<file path="config.mk">
export PLATFORM = sky130hd
export DESIGN_NAME = adc_lowpower_ctl
export DESIGN_NICKNAME = d
export VERILOG_FILES = /design/src/pkg/adc_ctl_pkg.sv /design/src/rtl/adc_lowpower_ctl.sv
export VERILOG_INCLUDE_DIRS = /design/src /design/src/pkg
export SDC_FILE = /design/constraint.sdc
export NUM_CORES = 1
export LEC_CHECK = 0
export ABC_CLOCK_PERIOD_IN_PS = 6000
export BUFFER_PORTS_ARGS = -buffer_cell sky130_fd_sc_hd__buf_2
export CAP_MARGIN = 20
export CORE_AREA = 2 2 108 110
export DETAILED_ROUTE_END_ITERATION = 6
export DIE_AREA = 0 0 110 112
export GPL_ROUTABILITY_DRIVEN = 0
export GPL_TIMING_DRIVEN = 0
export HOLD_SLACK_MARGIN = 0.06
export PLACE_DENSITY = 0.68
export SLEW_MARGIN = 20
export SYNTH_ARGS = -nofsm -noshare
export SYNTH_HDL_FRONTEND = slang
export SYNTH_SLANG_ARGS = --single-unit
export TNS_END_PERCENT = 10
</file>
<file path="constraint.sdc">
create_clock -name clk_sys -period 6 [get_ports clk_sys]
set_input_delay 0.3 -clock clk_sys [delete_from_list [all_inputs] [get_ports clk_sys]]
set_output_delay 0.3 -clock clk_sys [all_outputs]
set_load 0.1 [all_outputs]
</file>
<file path="src/pkg/adc_ctl_defs.svh">
`ifndef ADC_CTL_DEFS_SVH
`define ADC_CTL_DEFS_SVH

// Register offsets
`define OFS_CHANNEL_COMPLETE_STATUS 4'h0
`define OFS_TRIGGER_COMPARE_STATUS  4'h1
`define OFS_RESULT_HIGH             4'h2
`define OFS_RESULT_LOW              4'h3
`define OFS_CONVERSION_CONFIG       4'h6
`define OFS_COMPARE_VALUE_HIGH      4'h4
`define OFS_COMPARE_VALUE_LOW       4'h5
`define OFS_PIN_CTRL_FIRST          4'h7
`define OFS_PIN_CTRL_SECOND         4'h8

// Field positions
`define BIT_LOW_POWER_SEL      7
`define BIT_LONG_SAMPLE_SEL    4
`define BIT_CONV_ACTIVE_FLAG   7
`define BIT_TRIGGER_SELECT     6
`define BIT_COMPARE_ENABLE     5
`define BIT_COMPARE_ABOVE_SEL  4
`define BIT_CONV_COMPLETE_FLAG 7
`define BIT_COMPLETE_IRQ_EN    6
`define BIT_CONTINUOUS_SEL     5
`define CHANNEL_ALL_ONES       5'h1f
`define INPUT_CLOCK_ASYNC      2'h3

// Reset values
`define RST_REG8               8'h00
`define RST_CHANNEL_STATUS     8'h1f

// Conversion timing in clock cycles
`define CONV_CYCLES_SHORT      8'h17
`define CONV_CYCLES_LONG       8'h2b

`endif

</file>
<file path="src/pkg/adc_ctl_pkg.sv">
package adc_ctl_pkg;

    typedef enum logic [0:0]
    {
        ST_IDLE = 1'b0,
        ST_CONV = 1'b1
    } conv_state_e;

    typedef struct packed
    {
        conv_state_e state;
        logic [7:0]  count;
        logic [7:0]  config_r;
        logic [7:0]  trig_cmp;
        logic [7:0]  chan_stat;
        logic [9:0]  result;
        logic [9:0]  compare_value;
        logic [7:0]  pin_first;
        logic [7:0]  pin_second;
        logic        high_read_pending;
        logic        irq;
        logic [7:0]  rd_data;
    } adc_ctl_s;

endpackage

</file>
<file path="src/rtl/adc_lowpower_ctl.sv">
// Design decisions made here: the address map and the strobed register port.
`include "adc_ctl_defs.svh"

// Notes on behaviour
// Stop3 without async clock aborts to idle
// Stop3 leaves result registers unchanged
// After abort, wait for new trigger
// Async clock keeps converting through stop3
// Stop3 starts via hardware trigger, continuous
// Completion sets flag, interrupt wakes processor
// Software finishes read pair before stop3
// Stop1/stop2 disables and resets all registers
// Software writes config, status two, status one
// Config bits: low power, divider, sample
// Resolution field at bits 3:2
// Input clock select at bits 1:0
// Status two: active, trigger, compare bits
// Status two bits 3:0 read zero
// Status one: complete flag, irq enable
// Continuous select bit 5, channel 4:0
// Software reads high byte before low
// Compare value holds threshold
// Pin control bits disable digital pin I/O
// Pending high read blocks new result
// Compare gates completion by direction
// Stop abort clears active flag
module adc_lowpower_ctl
#(
    parameter int RESULT_W = 10
)
(
    input  wire logic                clk_sys,
    input  wire logic                rst_n,
    input  wire logic [3:0]          addr,
    input  wire logic [7:0]          wr_data,
    input  wire logic                wr_en,
    input  wire logic                rd_en,
    output logic      [7:0]          rd_data,
    input  wire logic                stop3_mode,
    input  wire logic                stop12_mode,
    input  wire logic                hw_trigger,
    input  wire logic [RESULT_W-1:0] sar_result,
    output logic                     conv_irq,
    output logic      [7:0]          pin_ctrl_first,
    output logic      [7:0]          pin_ctrl_second
);

    // ------------------------------------------------------------
    // State and decode terms
    // ------------------------------------------------------------
    adc_ctl_pkg::adc_ctl_s state_reg;
    adc_ctl_pkg::adc_ctl_s state_next;

    logic                async_sel;
    logic                cont_mode;
    logic                hw_mode;
    logic                chan_off;
    logic                cmp_ok;
    logic                sw_start;
    logic                finish;
    logic [RESULT_W-1:0] diff;
    logic [7:0]          conv_len;
    logic                cmp_en;
    logic                irq_en;
    logic                blocked;
    logic                cmp_fail;
    logic                xfer;
    logic                restart;
    logic                hw_start;

    // ------------------------------------------------------------
    // Decode
    // ------------------------------------------------------------
    // clock select field
    // abort only without async clock
    assign async_sel = state_reg.config_r[1:0] == `INPUT_CLOCK_ASYNC;
    // continuous select
    assign cont_mode = state_reg.chan_stat[`BIT_CONTINUOUS_SEL];
    // trigger select
    assign hw_mode   = state_reg.trig_cmp[`BIT_TRIGGER_SELECT];
    // channel off code
    assign chan_off  = state_reg.chan_stat[4:0] == `CHANNEL_ALL_ONES;
    // long sample length
    assign conv_len  = state_reg.config_r[`BIT_LONG_SAMPLE_SEL] ? `CONV_CYCLES_LONG : `CONV_CYCLES_SHORT;
    // result minus threshold
    assign diff      = sar_result - state_reg.compare_value;
    // compare direction
    assign cmp_ok    = state_reg.trig_cmp[`BIT_COMPARE_ABOVE_SEL] ?
                       (sar_result >= state_reg.compare_value) : (sar_result < state_reg.compare_value);
    // Last counted cycle of a conversion
    assign finish    = state_reg.state == adc_ctl_pkg::ST_CONV && state_reg.count == 8'h00;
    // software start, channel not off
    assign sw_start  = wr_en && addr == `OFS_CHANNEL_COMPLETE_STATUS && !hw_mode && wr_data[4:0] != `CHANNEL_ALL_ONES;

    // ------------------------------------------------------------
    // Transfer qualification
    // ------------------------------------------------------------
    assign cmp_en    = state_reg.trig_cmp[`BIT_COMPARE_ENABLE];
    assign irq_en    = state_reg.chan_stat[`BIT_COMPLETE_IRQ_EN];
    // high byte read, low byte not yet
    assign blocked   = finish && state_reg.high_read_pending;
    // compare condition failed
    assign cmp_fail  = finish && !state_reg.high_read_pending && cmp_en && !cmp_ok;
    // Result lands in the pair this cycle
    assign xfer      = finish && !state_reg.high_read_pending && !(cmp_en && !cmp_ok);
    // Blocked results retry unless single compare run
    assign restart   = blocked && !(cmp_en && !cont_mode);
    // hardware trigger only from idle
    assign hw_start  = hw_mode && hw_trigger && state_reg.state == adc_ctl_pkg::ST_IDLE && !chan_off;

    // ------------------------------------------------------------
    // Next state
    // ------------------------------------------------------------
    always_comb
    begin
        // Hold by default; pulses and read data drop
        state_next         = state_reg;
        state_next.irq     = 1'b0;
        state_next.rd_data = `RST_REG8;

        // ------------------------------------------------------------
        // Conversion counter
        // ------------------------------------------------------------
        // Counts down to the end of the conversion
        if (state_next.count != 8'h00)
        begin
            state_next.count = state_reg.count - 8'h01;
        end

        // ------------------------------------------------------------
        // Conversion end
        // ------------------------------------------------------------
        if (finish)
        begin
            state_next.state = adc_ctl_pkg::ST_IDLE;
        end

        // blocked transfer discards result
        if (restart)
        begin
            state_next.state = adc_ctl_pkg::ST_CONV;
            state_next.count = conv_len;
        end

        // no transfer on failed compare
        if (cmp_fail && cont_mode)
        begin
            state_next.state = adc_ctl_pkg::ST_CONV;
            state_next.count = conv_len;
        end

        if (xfer)
        begin
            state_next.result = cmp_en ? diff : sar_result;
            // set flag, wake interrupt
            state_next.chan_stat[`BIT_CONV_COMPLETE_FLAG] = 1'b1;
            state_next.irq = irq_en;
            // continuous restart
            if (cont_mode)
            begin
                state_next.state = adc_ctl_pkg::ST_CONV;
                state_next.count = conv_len;
            end
        end

        // ------------------------------------------------------------
        // Hardware trigger
        // ------------------------------------------------------------
        // hardware trigger start
        if (hw_start)
        begin
            state_next.state = adc_ctl_pkg::ST_CONV;
            state_next.count = conv_len;
        end

        // ------------------------------------------------------------
        // Register reads
        // ------------------------------------------------------------
        // Answer stands for one cycle only
        if (rd_en)
        begin
            case (addr)
                `OFS_CHANNEL_COMPLETE_STATUS:
                begin
                    state_next.rd_data = state_reg.chan_stat;
                end
                // active flag readback
                // low bits read zero
                `OFS_TRIGGER_COMPARE_STATUS:
                begin
                    state_next.rd_data = {state_reg.state == adc_ctl_pkg::ST_CONV, state_reg.trig_cmp[6:4], 4'h0};
                end
                // Opens the read pair
                `OFS_RESULT_HIGH:
                begin
                    state_next.rd_data = {6'h00, state_reg.result[9:8]};
                    state_next.high_read_pending = 1'b1;
                end
                // Closes the read pair
                `OFS_RESULT_LOW:
                begin
                    state_next.rd_data = state_reg.result[7:0];
                    state_next.high_read_pending = 1'b0;
                    // A completion in this cycle keeps its flag
                    if (!xfer)
                    begin
                        state_next.chan_stat[`BIT_CONV_COMPLETE_FLAG] = 1'b0;
                    end
                end
                `OFS_COMPARE_VALUE_HIGH:
                begin
                    state_next.rd_data = {6'h00, state_reg.compare_value[9:8]};
                end
                `OFS_COMPARE_VALUE_LOW:
                begin
                    state_next.rd_data = state_reg.compare_value[7:0];
                end
                `OFS_CONVERSION_CONFIG:
                begin
                    state_next.rd_data = state_reg.config_r;
                end
                `OFS_PIN_CTRL_FIRST:
                begin
                    state_next.rd_data = state_reg.pin_first;
                end
                `OFS_PIN_CTRL_SECOND:
                begin
                    state_next.rd_data = state_reg.pin_second;
                end
                default:
                begin
                    state_next.rd_data = `RST_REG8;
                end
            endcase
        end

        // ------------------------------------------------------------
        // Register writes
        // ------------------------------------------------------------
        // Any mode change aborts the running conversion
        if (wr_en)
        begin
            case (addr)
                `OFS_CHANNEL_COMPLETE_STATUS:
                begin
                    // flag cannot be set by software, any write clears it
                    // mode and channel
                    state_next.chan_stat = {1'b0, wr_data[6:0]};
                    // Starts anew unless channel is off or hardware trigger is selected
                    state_next.state = sw_start ? adc_ctl_pkg::ST_CONV : adc_ctl_pkg::ST_IDLE;
                    state_next.count = conv_len;
                end
                `OFS_TRIGGER_COMPARE_STATUS:
                begin
                    // writable control bits
                    // reserved bits kept zero
                    state_next.trig_cmp = {1'b0, wr_data[6:4], 4'h0};
                    state_next.state = adc_ctl_pkg::ST_IDLE;
                end
                `OFS_CONVERSION_CONFIG:
                begin
                    // config fields
                    // resolution field stored
                    state_next.config_r = wr_data;
                    state_next.state = adc_ctl_pkg::ST_IDLE;
                end
                // threshold storage
                `OFS_COMPARE_VALUE_HIGH:
                begin
                    state_next.compare_value[9:8] = wr_data[1:0];
                    state_next.state = adc_ctl_pkg::ST_IDLE;
                end
                `OFS_COMPARE_VALUE_LOW:
                begin
                    state_next.compare_value[7:0] = wr_data;
                    state_next.state = adc_ctl_pkg::ST_IDLE;
                end
                // pin control
                `OFS_PIN_CTRL_FIRST:
                begin
                    state_next.pin_first = wr_data;
                end
                `OFS_PIN_CTRL_SECOND:
                begin
                    state_next.pin_second = wr_data;
                end
                // Unmapped or result index, write ignored
                default:
                begin
                    state_next.pin_second = state_reg.pin_second;
                end
            endcase
        end

        // ------------------------------------------------------------
        // Low-power modes
        // ------------------------------------------------------------
        // abort in stop3 without async clock
        // async clock keeps running
        // result untouched here
        // idle until new trigger
        // active flag drops on abort
        if (stop3_mode && !async_sel)
        begin
            state_next.state = adc_ctl_pkg::ST_IDLE;
            state_next.count = 8'h00;
        end

        // stop1/stop2 reset everything
        // Acts as a synchronous register reset
        if (stop12_mode)
        begin
            state_next = '0;
            state_next.chan_stat = `RST_CHANNEL_STATUS;
        end
    end

    // ------------------------------------------------------------
    // State register
    // ------------------------------------------------------------
    always_ff @(posedge clk_sys or negedge rst_n)
    begin
        if (!rst_n)
        begin
            // Channel field resets to off
            state_reg           <= '0;
            state_reg.chan_stat <= `RST_CHANNEL_STATUS;
        end
        else
        begin
            state_reg <= state_next;
        end
    end

    // ------------------------------------------------------------
    // Outputs
    // ------------------------------------------------------------
    // Each output taken straight from the state flops
    assign rd_data         = state_reg.rd_data;
    assign conv_irq        = state_reg.irq;
    assign pin_ctrl_first  = state_reg.pin_first;
    assign pin_ctrl_second = state_reg.pin_second;

endmodule

</file>
After elaboration in Yosys (flattened, before gate mapping)
Cells that the tools add are included.
{ "word_totals": {"in_bits": 29, "ff_bits": 78, "output_inout_bits": 25} }
{ "op_classes": {"muxes": 34, "addsub": 2, "bitwise_logic": 1, "n_reduce_logical": 48, "order_cmp": 2, "n_eq_ne": 11} }
{ "op_table": {"columns": ["cell", "count"], "rows": [
  ["79-bit two-way mux", 1],
  ["8-bit two-way mux", 9],
  ["8-bit one-hot mux with 9 select lines", 1],
  ["9-bit two-way mux", 6],
  ["33-bit two-way mux", 1],
  ["26-bit two-way mux", 1],
  ["10-bit two-way mux", 2],
  ["2-bit nonzero test", 10],
  ["1-bit logical AND", 17],
  ["4-bit by 3-bit equality test with 1-bit output (second input constant)", 4],
  ["2-bit AND reduction", 8],
  ["10-bit >= comparator", 1],
  ["10-bit < comparator", 1],
  ["10-bit subtractor", 1],
  ["1-bit two-way mux", 9],
  ["4-bit by 2-bit equality test with 1-bit output (second input constant)", 2],
  ["1-bit zero test", 8],
  ["8-bit zero test", 1],
  ["8-bit nonzero test", 1],
  ["8-bit by 1-bit subtractor with 8-bit output (second input constant)", 1],
  ["6-bit two-way mux", 1],
  ["5-bit equality test (second input constant)", 1],
  ["5-bit != test (second input constant)", 1],
  ["4-bit by 1-bit equality test with 1-bit output (second input constant)", 1],
  ["8 further kinds", 9]
]} }

Logic depth before layout (Yosys ltp)
Gate-level depths: netlist of run 1.
{ "depth": {"ltp_word": 14, "ltp_mapped": 11, "ltp_nobuf": 10} }

Least setup slack after synthesis of run 1
No wires, ideal clock.
{ "synth_timing": {"kind": "reg-to-reg", "startpoint": "reg state_reg[26] in the netlist's numbering", "endpoint": "reg state_reg[45] in the netlist's numbering", "arrival_time_ps": 2426, "stages_incl_launch_ff": 11, "setup_slack_ps": 3450, "required_time_ps": 5876, "path_buffers": 1, "path_cell_list": "dfrtp_1 > ha_1 > fa_1 > nand4b_1 > a311o_1 > nand3_1 > mux2i_1 > nor4b_2 > buf_4 > mux2i_1 > o21ai_1"} }
{ "synth_between": {"elab_chain_cells": 7} }
{ "synth_lines": {"columns": ["element", "line_no", "rtl"], "rows": [
  ["start, declared", "adc_lowpower_ctl.sv:51", "adc_ctl_pkg::adc_ctl_s state_reg;"],
  ["start signal, assigned", "adc_lowpower_ctl.sv:331", "state_reg <= state_next;"],
  ["10-bit < comparator / 10-bit >= comparator (equally long branches)", "adc_lowpower_ctl.sv:89", "(sar_result >= state_reg.compare_value) : (sar_result < state_reg.compare_value);"],
  ["1-bit two-way mux", "adc_lowpower_ctl.sv:88", "assign cmp_ok = state_reg.trig_cmp[`BIT_COMPARE_ABOVE_SEL] ?"],
  ["1-bit zero test", "adc_lowpower_ctl.sv:105", "assign xfer = finish && !state_reg.high_read_pending && !(cmp_en && !cmp_ok);"],
  ["1-bit logical AND", "adc_lowpower_ctl.sv:105", null],
  ["1-bit zero test", "adc_lowpower_ctl.sv:105", null],
  ["1-bit logical AND", "adc_lowpower_ctl.sv:105", null],
  ["2-bit nonzero test (no source line)", null, null]
]} }
Several ways; a longest one is shown, not always the timed one. The select of a mux whose other input is x is not followed.
A chain may end at the register's enable or synchronous reset.

Final worst setup path of run 1
{ "layout_timing": {"startpoint": "reg state_reg[26] in the netlist's numbering", "endpoint": "reg state_reg[40] in the netlist's numbering"} }
Same word-level chain as after synthesis.

==> out/results.tsv, run 1 <==
metric	value	unit
crit-path max FO	10	
Pleak	2.474	nW
R2R cell count	9	
clk buf depth	2	
All-Layer GR Usage	21.82	%
peak supply drop	0.2338	mV
Synth Cell Area	0.004567	mm²
Pint	0.001098	W
core area	0.01117	mm²
Largest register FFs	45	
worst setup margin	3.067	ns
Arrival @ worst endpoint	3.17	ns
Die W	110	µm
Setup Fix Bufs, Post-CTS	0	
antenna violations before repair	0	
Worst Tran Pin Value	0.6249	ns
clock insertion delay at the later pin of the skew report	0.34	ns
I/O pin cnt	54	
crit share post-route	48.88	%
Hold Vio Cnt, Final	0	
drt first pass iters	6	
R2R Path End	state_reg[40]	
reg2reg start	state_reg[26]	
setup TNS	0	ns
vias in the first global route	3991	
Max-cap violations	0	
CP startpoint	state_reg[26]	
most common cell in the netlist	nand2_1	
crit path launch type	flip-flop	
min-delay src	rd_en	
Comb pwr share	29.1	%
status	complete, no violations	
share of the synthesized area in the top cell type	37.81	%
share of cells above drive strength 1	20.96	%
Antenna Cells	0	
Starting Density	40.87	%
dominant synthesized flop cell	dfrtp_1	
max-slew headroom at the worst pin	58.34	%
sequential area share after synthesis	40.68	%
clk root buf	clkbuf_16	
Period minus WS final	2.933	ns
CTS buffer count	9	
WHS Path Cells	2	
Required @ worst endpoint	6.23	ns
HP Class	in -> reg	
number of flops mapped to enable cells by yosys	0	
largest net degree at the start of global routing	40	
H-tree levels	3	
utilization of the core after routing	47.97	%
Routed WL	12.88	mm
vias per cell	5.674	
dpl ws	3.051	ns
row count	39	
starting DRC count in detailed routing	377	
post-DP HPWL	9.661	mm
dominant cells by area after synthesis	dfrtp_1, a21oi_1, nand2_1	
post-route cell area	0.005360	mm²
fin. max-slew vios	0	
I/O Buffers	50	
RSZ-0062 raised after global routing	no	
Mapped Nets	555	
Worst-path clk slew	0.06	ns
# clock sinks	74	
synthesis warning total	0	
Reg2Reg Setup Slack	3.07	ns
DRC	0	
die area	0.01232	mm²
NetSw	0.0004927	W
power share of the clock group	36.3	%
Net Sw Frac	30.98	%
gr ovfl total	0	
flops & latches, synth	74	
Worst setup EP type	flip-flop	
Syn Inst Count	513	
final setup skew	0.005012	ns
first-pass GRT wire length	20.52	mm
chip height	112	µm
FMAX	0.3410	GHz
DR WL/cell	17.76	µm
post-CTS sizing	0	
vias after detailed routing	4114	
Async S/R FF share, synth	100.0	%
antenna viol nets, final	0	
WHS	0.2060	ns
Post-synth top cells	nand2_1, dfrtp_1, a21oi_1	
crit path kind	reg -> reg	
Hold Path End	state_reg[9]	
syn avg cell area	8.902	µm²
CTS tree	done	
Final nets	619	
power density cells	296.7	mW/mm²
Synth area leader	dfrtp_1	
library cells used by synthesis	63	
part of the power in registers	34.6	%
Placed Area	0.005030	mm²
count of final setup violators	0	
area grow syn2layout	17.37	%
-- power by group through the flow --
stage	registers, W	logic (W)	clock network [W]
detailed placement	0.000559	0.000459	0
global route	0.000554	0.000507	0.000602
CTS	0.000551	0.000462	0.000582
global placement	0.000558	0.000444	0
finish	0.000551	0.000463	0.000577
floorplan	0.000552	0.000357	0
-- through the flow --
step	cells	power, W
6_report	725	0.001590
5_1_grt	725	0.001663
4_1_cts	725	0.001594
3_5_place_dp	708	0.001018
3_3_place_gp	706	0.001002
2_1_floorplan	513	0.0009093
-- timing repair --
action | in CTS | in global routing
hold buffers | 1 | 0
hold endpoints to repair | 34 | 0
endpoints found under the setup margin | 0 | 0
-- worst max path at each step --
stage | end | depth (start not counted)
floorplan | state_reg[45] | 10
global placement | state_reg[53] | 12
detailed placement | state_reg[43] | 11
CTS | state_reg[40] | 9
global route | state_reg[40] | 9
finish | state_reg[40] | 9
-- per-layer routing --
| layer | share of wire (%) | wire length (µm) | vias up | GRT usage [%] |
|---|---|---|---|---|
| met2 | 48 | 6131 | 173 | 34.27 |
| li1 | - | - | 1933 | - |
| met3 | 7.1 | 916 | 32 | 4.742 |
| met4 | 2.9 | 371 | 0 | 9.030 |
| met5 | 0 | 0 | - | 0 |
| met1 | 42 | 5456 | 1976 | 28.94 |
-- critical path, cell delays in order (launching register included) --
cell and delay [ns]:
dfrtp_1 0.41, ha_1 0.22, fa_1 0.44, nand4b_1 0.24, a311o_1 0.38, nand3_1 0.10
mux2i_1 0.47, nor4b_2 0.11, buf_2 0.22, a211oi_1 0.24
-- placed cells by master (no fill, tap or decap), types with 10 or more instances in the layout --
| master | instances |
|---|---|
| inv_1 | 21 |
| nand3_1 | 23 |
| o21ai_0 | 19 |
| clkbuf_1 | 20 |
| dfrtp_1 | 69 |
| mux2i_1 | 26 |
| nor2_1 | 34 |
| mux2_2 | 10 |
| nand2_1 | 70 |
| ha_1 | 12 |
| a21oi_1 | 55 |
| buf_4 | 26 |
| nor2b_1 | 11 |
| buf_2 | 53 |
-- cell type report --
type                       instances  area [µm²]
buffer                            50       285.3
clock buffer                      11       242.7
clock inverter                     5       77.57
fill                            1078        5814
inverter                          22       82.58
multi-input combinational        367        2347
sequential                        74        1858
tap                              143       178.9
timing repair buffer              53       287.8
-- kinds of logic after synthesis --
logic type               synth area share, %
AO/OA/AOI/OAI                          17.59
XOR/XNOR                               1.726
adder cells (fa/ha/maj)                3.726
buffers and inverters                  8.055
flip-flops                             40.69
multiplexers                           8.164
AND/OR/NAND/NOR                        20.06
No activity file was read; power rests on OpenSTA's default activity.
==> run 2, diff against run 1 <==
--- a/config.mk
+++ b/config.mk
@@ -6,12 +6,13 @@
 export SDC_FILE = /design/constraint.sdc
 export NUM_CORES = 1
 export LEC_CHECK = 0
-export ABC_CLOCK_PERIOD_IN_PS = 6000
+export ABC_AREA = 1
+export ABC_CLOCK_PERIOD_IN_PS = 2800
 export BUFFER_PORTS_ARGS = -buffer_cell sky130_fd_sc_hd__buf_2
 export CAP_MARGIN = 20
-export CORE_AREA = 2 2 108 110
+export CORE_AREA = 2 2 106 108
 export DETAILED_ROUTE_END_ITERATION = 6
-export DIE_AREA = 0 0 110 112
+export DIE_AREA = 0 0 108 110
 export GPL_ROUTABILITY_DRIVEN = 0
 export GPL_TIMING_DRIVEN = 0
 export HOLD_SLACK_MARGIN = 0.06
==> constraint.sdc (replaced) <==
create_clock -name clk_sys -period 2.8 [get_ports clk_sys]
set_input_delay 0.14 -clock clk_sys [delete_from_list [all_inputs] [get_ports clk_sys]]
set_output_delay 0.14 -clock clk_sys [all_outputs]
set_load 0.1 [all_outputs]
==> run 2 against run 1 <==
Effect of this change: area after synthesis down 4.0%; hold slack worse by 0.14 ns; first-iteration DRC count up 0.80%; clock-buffer cell count down 1; fmax up 33%; register-to-register slack worse by 2.5 ns; cell area down 5.6%; clock skew up 0.0035 ns; clock power up 26%; global-route usage down 0.36 points; setup slack worse by 2.5 ns.
==> out/results.tsv, run 2 <==
metric	value	unit	change
Post-synth top cells	nand2_1, inv_1, dfrtp_1		was nand2_1, dfrtp_1, a21oi_1
area of the multi-input gates	0.001932	mm²	was 0.002347 mm²
Worst setup EP type	flip-flop		unchanged
Cell Chain, Critical Path	inv_1 -> ha_1 -> nand2_1 -> nand2_1 -> a21oi_1 -> nand3_1 -> nand2_1 -> nand3_2 -> nand2_4 -> nand2_1 -> o21ai_0		was ha_1 -> fa_1 -> nand4b_1 -> a311o_1 -> nand3_1 -> mux2i_1 -> nor4b_2 -> buf_2 -> a211oi_1
I/O pin cnt	54		unchanged
crit share post-route	78.51	%	was 48.88%
post-CTS sizing	0		unchanged
sequential area share after synthesis	42.39	%	was 40.68%
share of the synthesized area in the top cell type	39.39	%	was 37.81%
Setup Fix Bufs, Post-CTS	0		unchanged
final setup skew	0.008486	ns	was 0.005012 ns
gr ovfl total	0		unchanged
hold-fix buffers at CTS	5		was 1
status	complete, no violations		unchanged
vias in the first global route	3914		was 3991
DRC	0		unchanged
Fillers	1079		was 1078
flops & latches, synth	74		unchanged
die area	0.01188	mm²	was 0.01232 mm²
Die W	108	µm	was 110 µm
row count	38		was 39
crit path launch type	flip-flop		unchanged
commonest non-fill, non-tap cells in the layout	nand2_1, inv_1, dfrtp_1		was nand2_1, dfrtp_1, a21oi_1
library cells used by synthesis	44		was 63
crit path kind	reg -> reg		unchanged
WHS	0.06553	ns	was 0.2060 ns
Post-Layout Cell Count	765		was 725
RSZ-0062 raised after global routing	no		unchanged
I/O Buffers	52		was 50
dominant cells by area after synthesis	dfrtp_1, nand2_1, inv_1		was dfrtp_1, a21oi_1, nand2_1
# clock sinks	74		unchanged
Worst-path clk slew	0.08	ns	was 0.06 ns
largest net degree at the start of global routing	46		was 40
share of cells above drive strength 1	20.48	%	was 20.96%
max-slew headroom at the worst pin	42.85	%	was 58.34%
chip height	110	µm	was 112 µm
Syn Inst Count	551		was 513
commonest non-fill, non-tap cell in the layout	nand2_1		unchanged
worst path bufs/invs	1		unchanged
Mapped Nets	593		was 555
Required @ worst endpoint	3.07	ns	was 6.23 ns
CTS buffer count	9		unchanged
vias per cell	5.299		was 5.674
antenna viol nets, final	0		unchanged
synthesis warning total	0		unchanged
Antenna Cells	0		unchanged
post-route cell area	0.005060	mm²	was 0.005360 mm²
number of flops mapped to enable cells by yosys	0		unchanged
dpl ws	0.6683	ns	was 3.051 ns
fin. max-slew vios	0		unchanged
count of final setup violators	0		unchanged
clock insertion delay at the later pin of the skew report	0.36	ns	was 0.34 ns
Crit path max-delay family	simple AND/OR/NAND/NOR gates		was adder cells
Final nets	662		was 619
dominant synthesized flop cell	dfrtp_1		unchanged
Largest register FFs	45		unchanged
CTS tree	done		unchanged
Async S/R FF share, synth	100.0	%	unchanged
most frequent cell on the critical path	nand2_1		
post-DP HPWL	9.421	mm	was 9.661 mm
Max-cap violations	0		unchanged
peak per-stage delay on the critical path	0.36	ns	was 0.47 ns
Synth Cell Area	0.004383	mm²	was 0.004567 mm²
peak supply drop	0.4229	mV	was 0.2338 mV
Synth area leader	dfrtp_1		unchanged
area grow syn2layout	15.44	%	was 17.37%
most common cell in the netlist	nand2_1		unchanged
setup TNS	0	ns	unchanged
H-tree levels	3		unchanged
FF/Latch Area	0.001858	mm²	unchanged
crit-path max FO	8		was 10
Hold Vio Cnt, Final	0		unchanged
HP Class	in -> reg		unchanged
FMAX	0.4549	GHz	was 0.3410 GHz
Worst Tran Pin Value	0.8356	ns	was 0.6249 ns
core area	0.01070	mm²	was 0.01117 mm²
placed cell count	744		was 708
drt first pass iters	5		was 6
clk buf depth	2		unchanged
syn avg cell area	7.955	µm²	was 8.902 µm²
worst setup margin	0.6016	ns	was 3.067 ns
starting DRC count in detailed routing	380		was 377
Routed WL	12.17	mm	was 12.88 mm
clk root buf	clkbuf_8		was clkbuf_16
All-Layer GR Usage	21.46	%	was 21.82%
Starting Density	40.97	%	was 40.87%
antenna violations before repair	0		unchanged
DR WL/cell	15.91	µm	was 17.76 µm
Arrival @ worst endpoint	2.47	ns	was 3.17 ns
power density cells	638.9	mW/mm²	was 296.7 mW/mm²
vias after detailed routing	4054		was 4114
Slowest cell on crit path	dfrtp_1		was mux2i_1
Pleak	2.564	nW	was 2.474 nW
Placed Area	0.004848	mm²	was 0.005030 mm²
Period minus WS final	2.198	ns	was 2.933 ns
first-pass GRT wire length	19.46	mm	was 20.52 mm
-- run 2: cell types whose count changed in the layout (fill, tap and decap cells not counted), moves of 16 or more --
cell / delta
o22ai_1: +34
a21oi_1: -33
nand2_1: +27
inv_1: +67
mux2i_1: -22
o21ai_0: +35
clkbuf_1: -16
-- run 2: worst paths after layout --
| path | from | to | slack, ns | depth (start not counted) |
|---|---|---|---|---|
| worst min register to register | state_reg[48] | state_reg[48] | 0.49 | 2 |
| worst max register to register | state_reg[33] | state_reg[39] | 0.60 | 11 |
| max in group asynchronous | rst_n | state_reg[50] | 1.94 | 3 |
| min in group asynchronous | rst_n | pin_ctrl_first[5] | 0.25 | 2 |
| worst max-delay path | state_reg[33] | state_reg[39] | 0.60 | 11 |
| worst min-delay path | wr_data[5] | state_reg[31] | 0.07 | 3 |
-- run 2: stage by stage --
stage,util (%),total power (W)
2_1_floorplan,-,0.002220
3_3_place_gp,45.04,0.002465
3_5_place_dp,45.32,0.002508
4_1_cts,47.30,0.003238
5_1_grt,47.30,0.003440
6_report,47.30,0.003233
-- run 2: layout make-up --
| class | instances | share of cell area (%) |
|---|---|---|
| timing repair buffer | 58 | 6.726 |
| clock inverter | 6 | 0.6677 |
| multi-input combinational | 349 | 38.18 |
| inverter | 94 | 7.072 |
| buffer | 34 | 4.649 |
| sequential | 74 | 36.72 |
| tap | 140 | 3.462 |
| clock buffer | 10 | 2.522 |
-- run 2: logic make-up after synthesis --
family                   count (synthesis)  share of synthesized area, %
adder cells (fa/ha/maj)                 13                         3.882
AND/OR/NAND/NOR                        181                         18.41
AO/OA/AOI/OAI                          140                         18.67
multiplexers                             4                        0.9135
XOR/XNOR                                11                         2.198
buffers and inverters                  128                         13.53
flip-flops                              74                         42.39
-- run 2: layer usage --
layer	share of wire, %	track usage (%)	vias up
met3	7.0	4.409	29
met1	43	28.30	1917
met2	47	34.91	170
met5	0	0	-
met4	3.2	8.333	0
li1	-	-	1938
-- run 2: report_power, final --
group,internal [W],switching (W),total (W)
logic,0.000442,0.000834,0.00128
registers,0.00116,0.0000672,0.00123
clock network,0.000316,0.000410,0.000726
-- run 2: tightest hold or removal path, stage by stage --
cell     delay (ns)
buf_2          0.10
nand3_1        0.08
o21ai_0        0.07
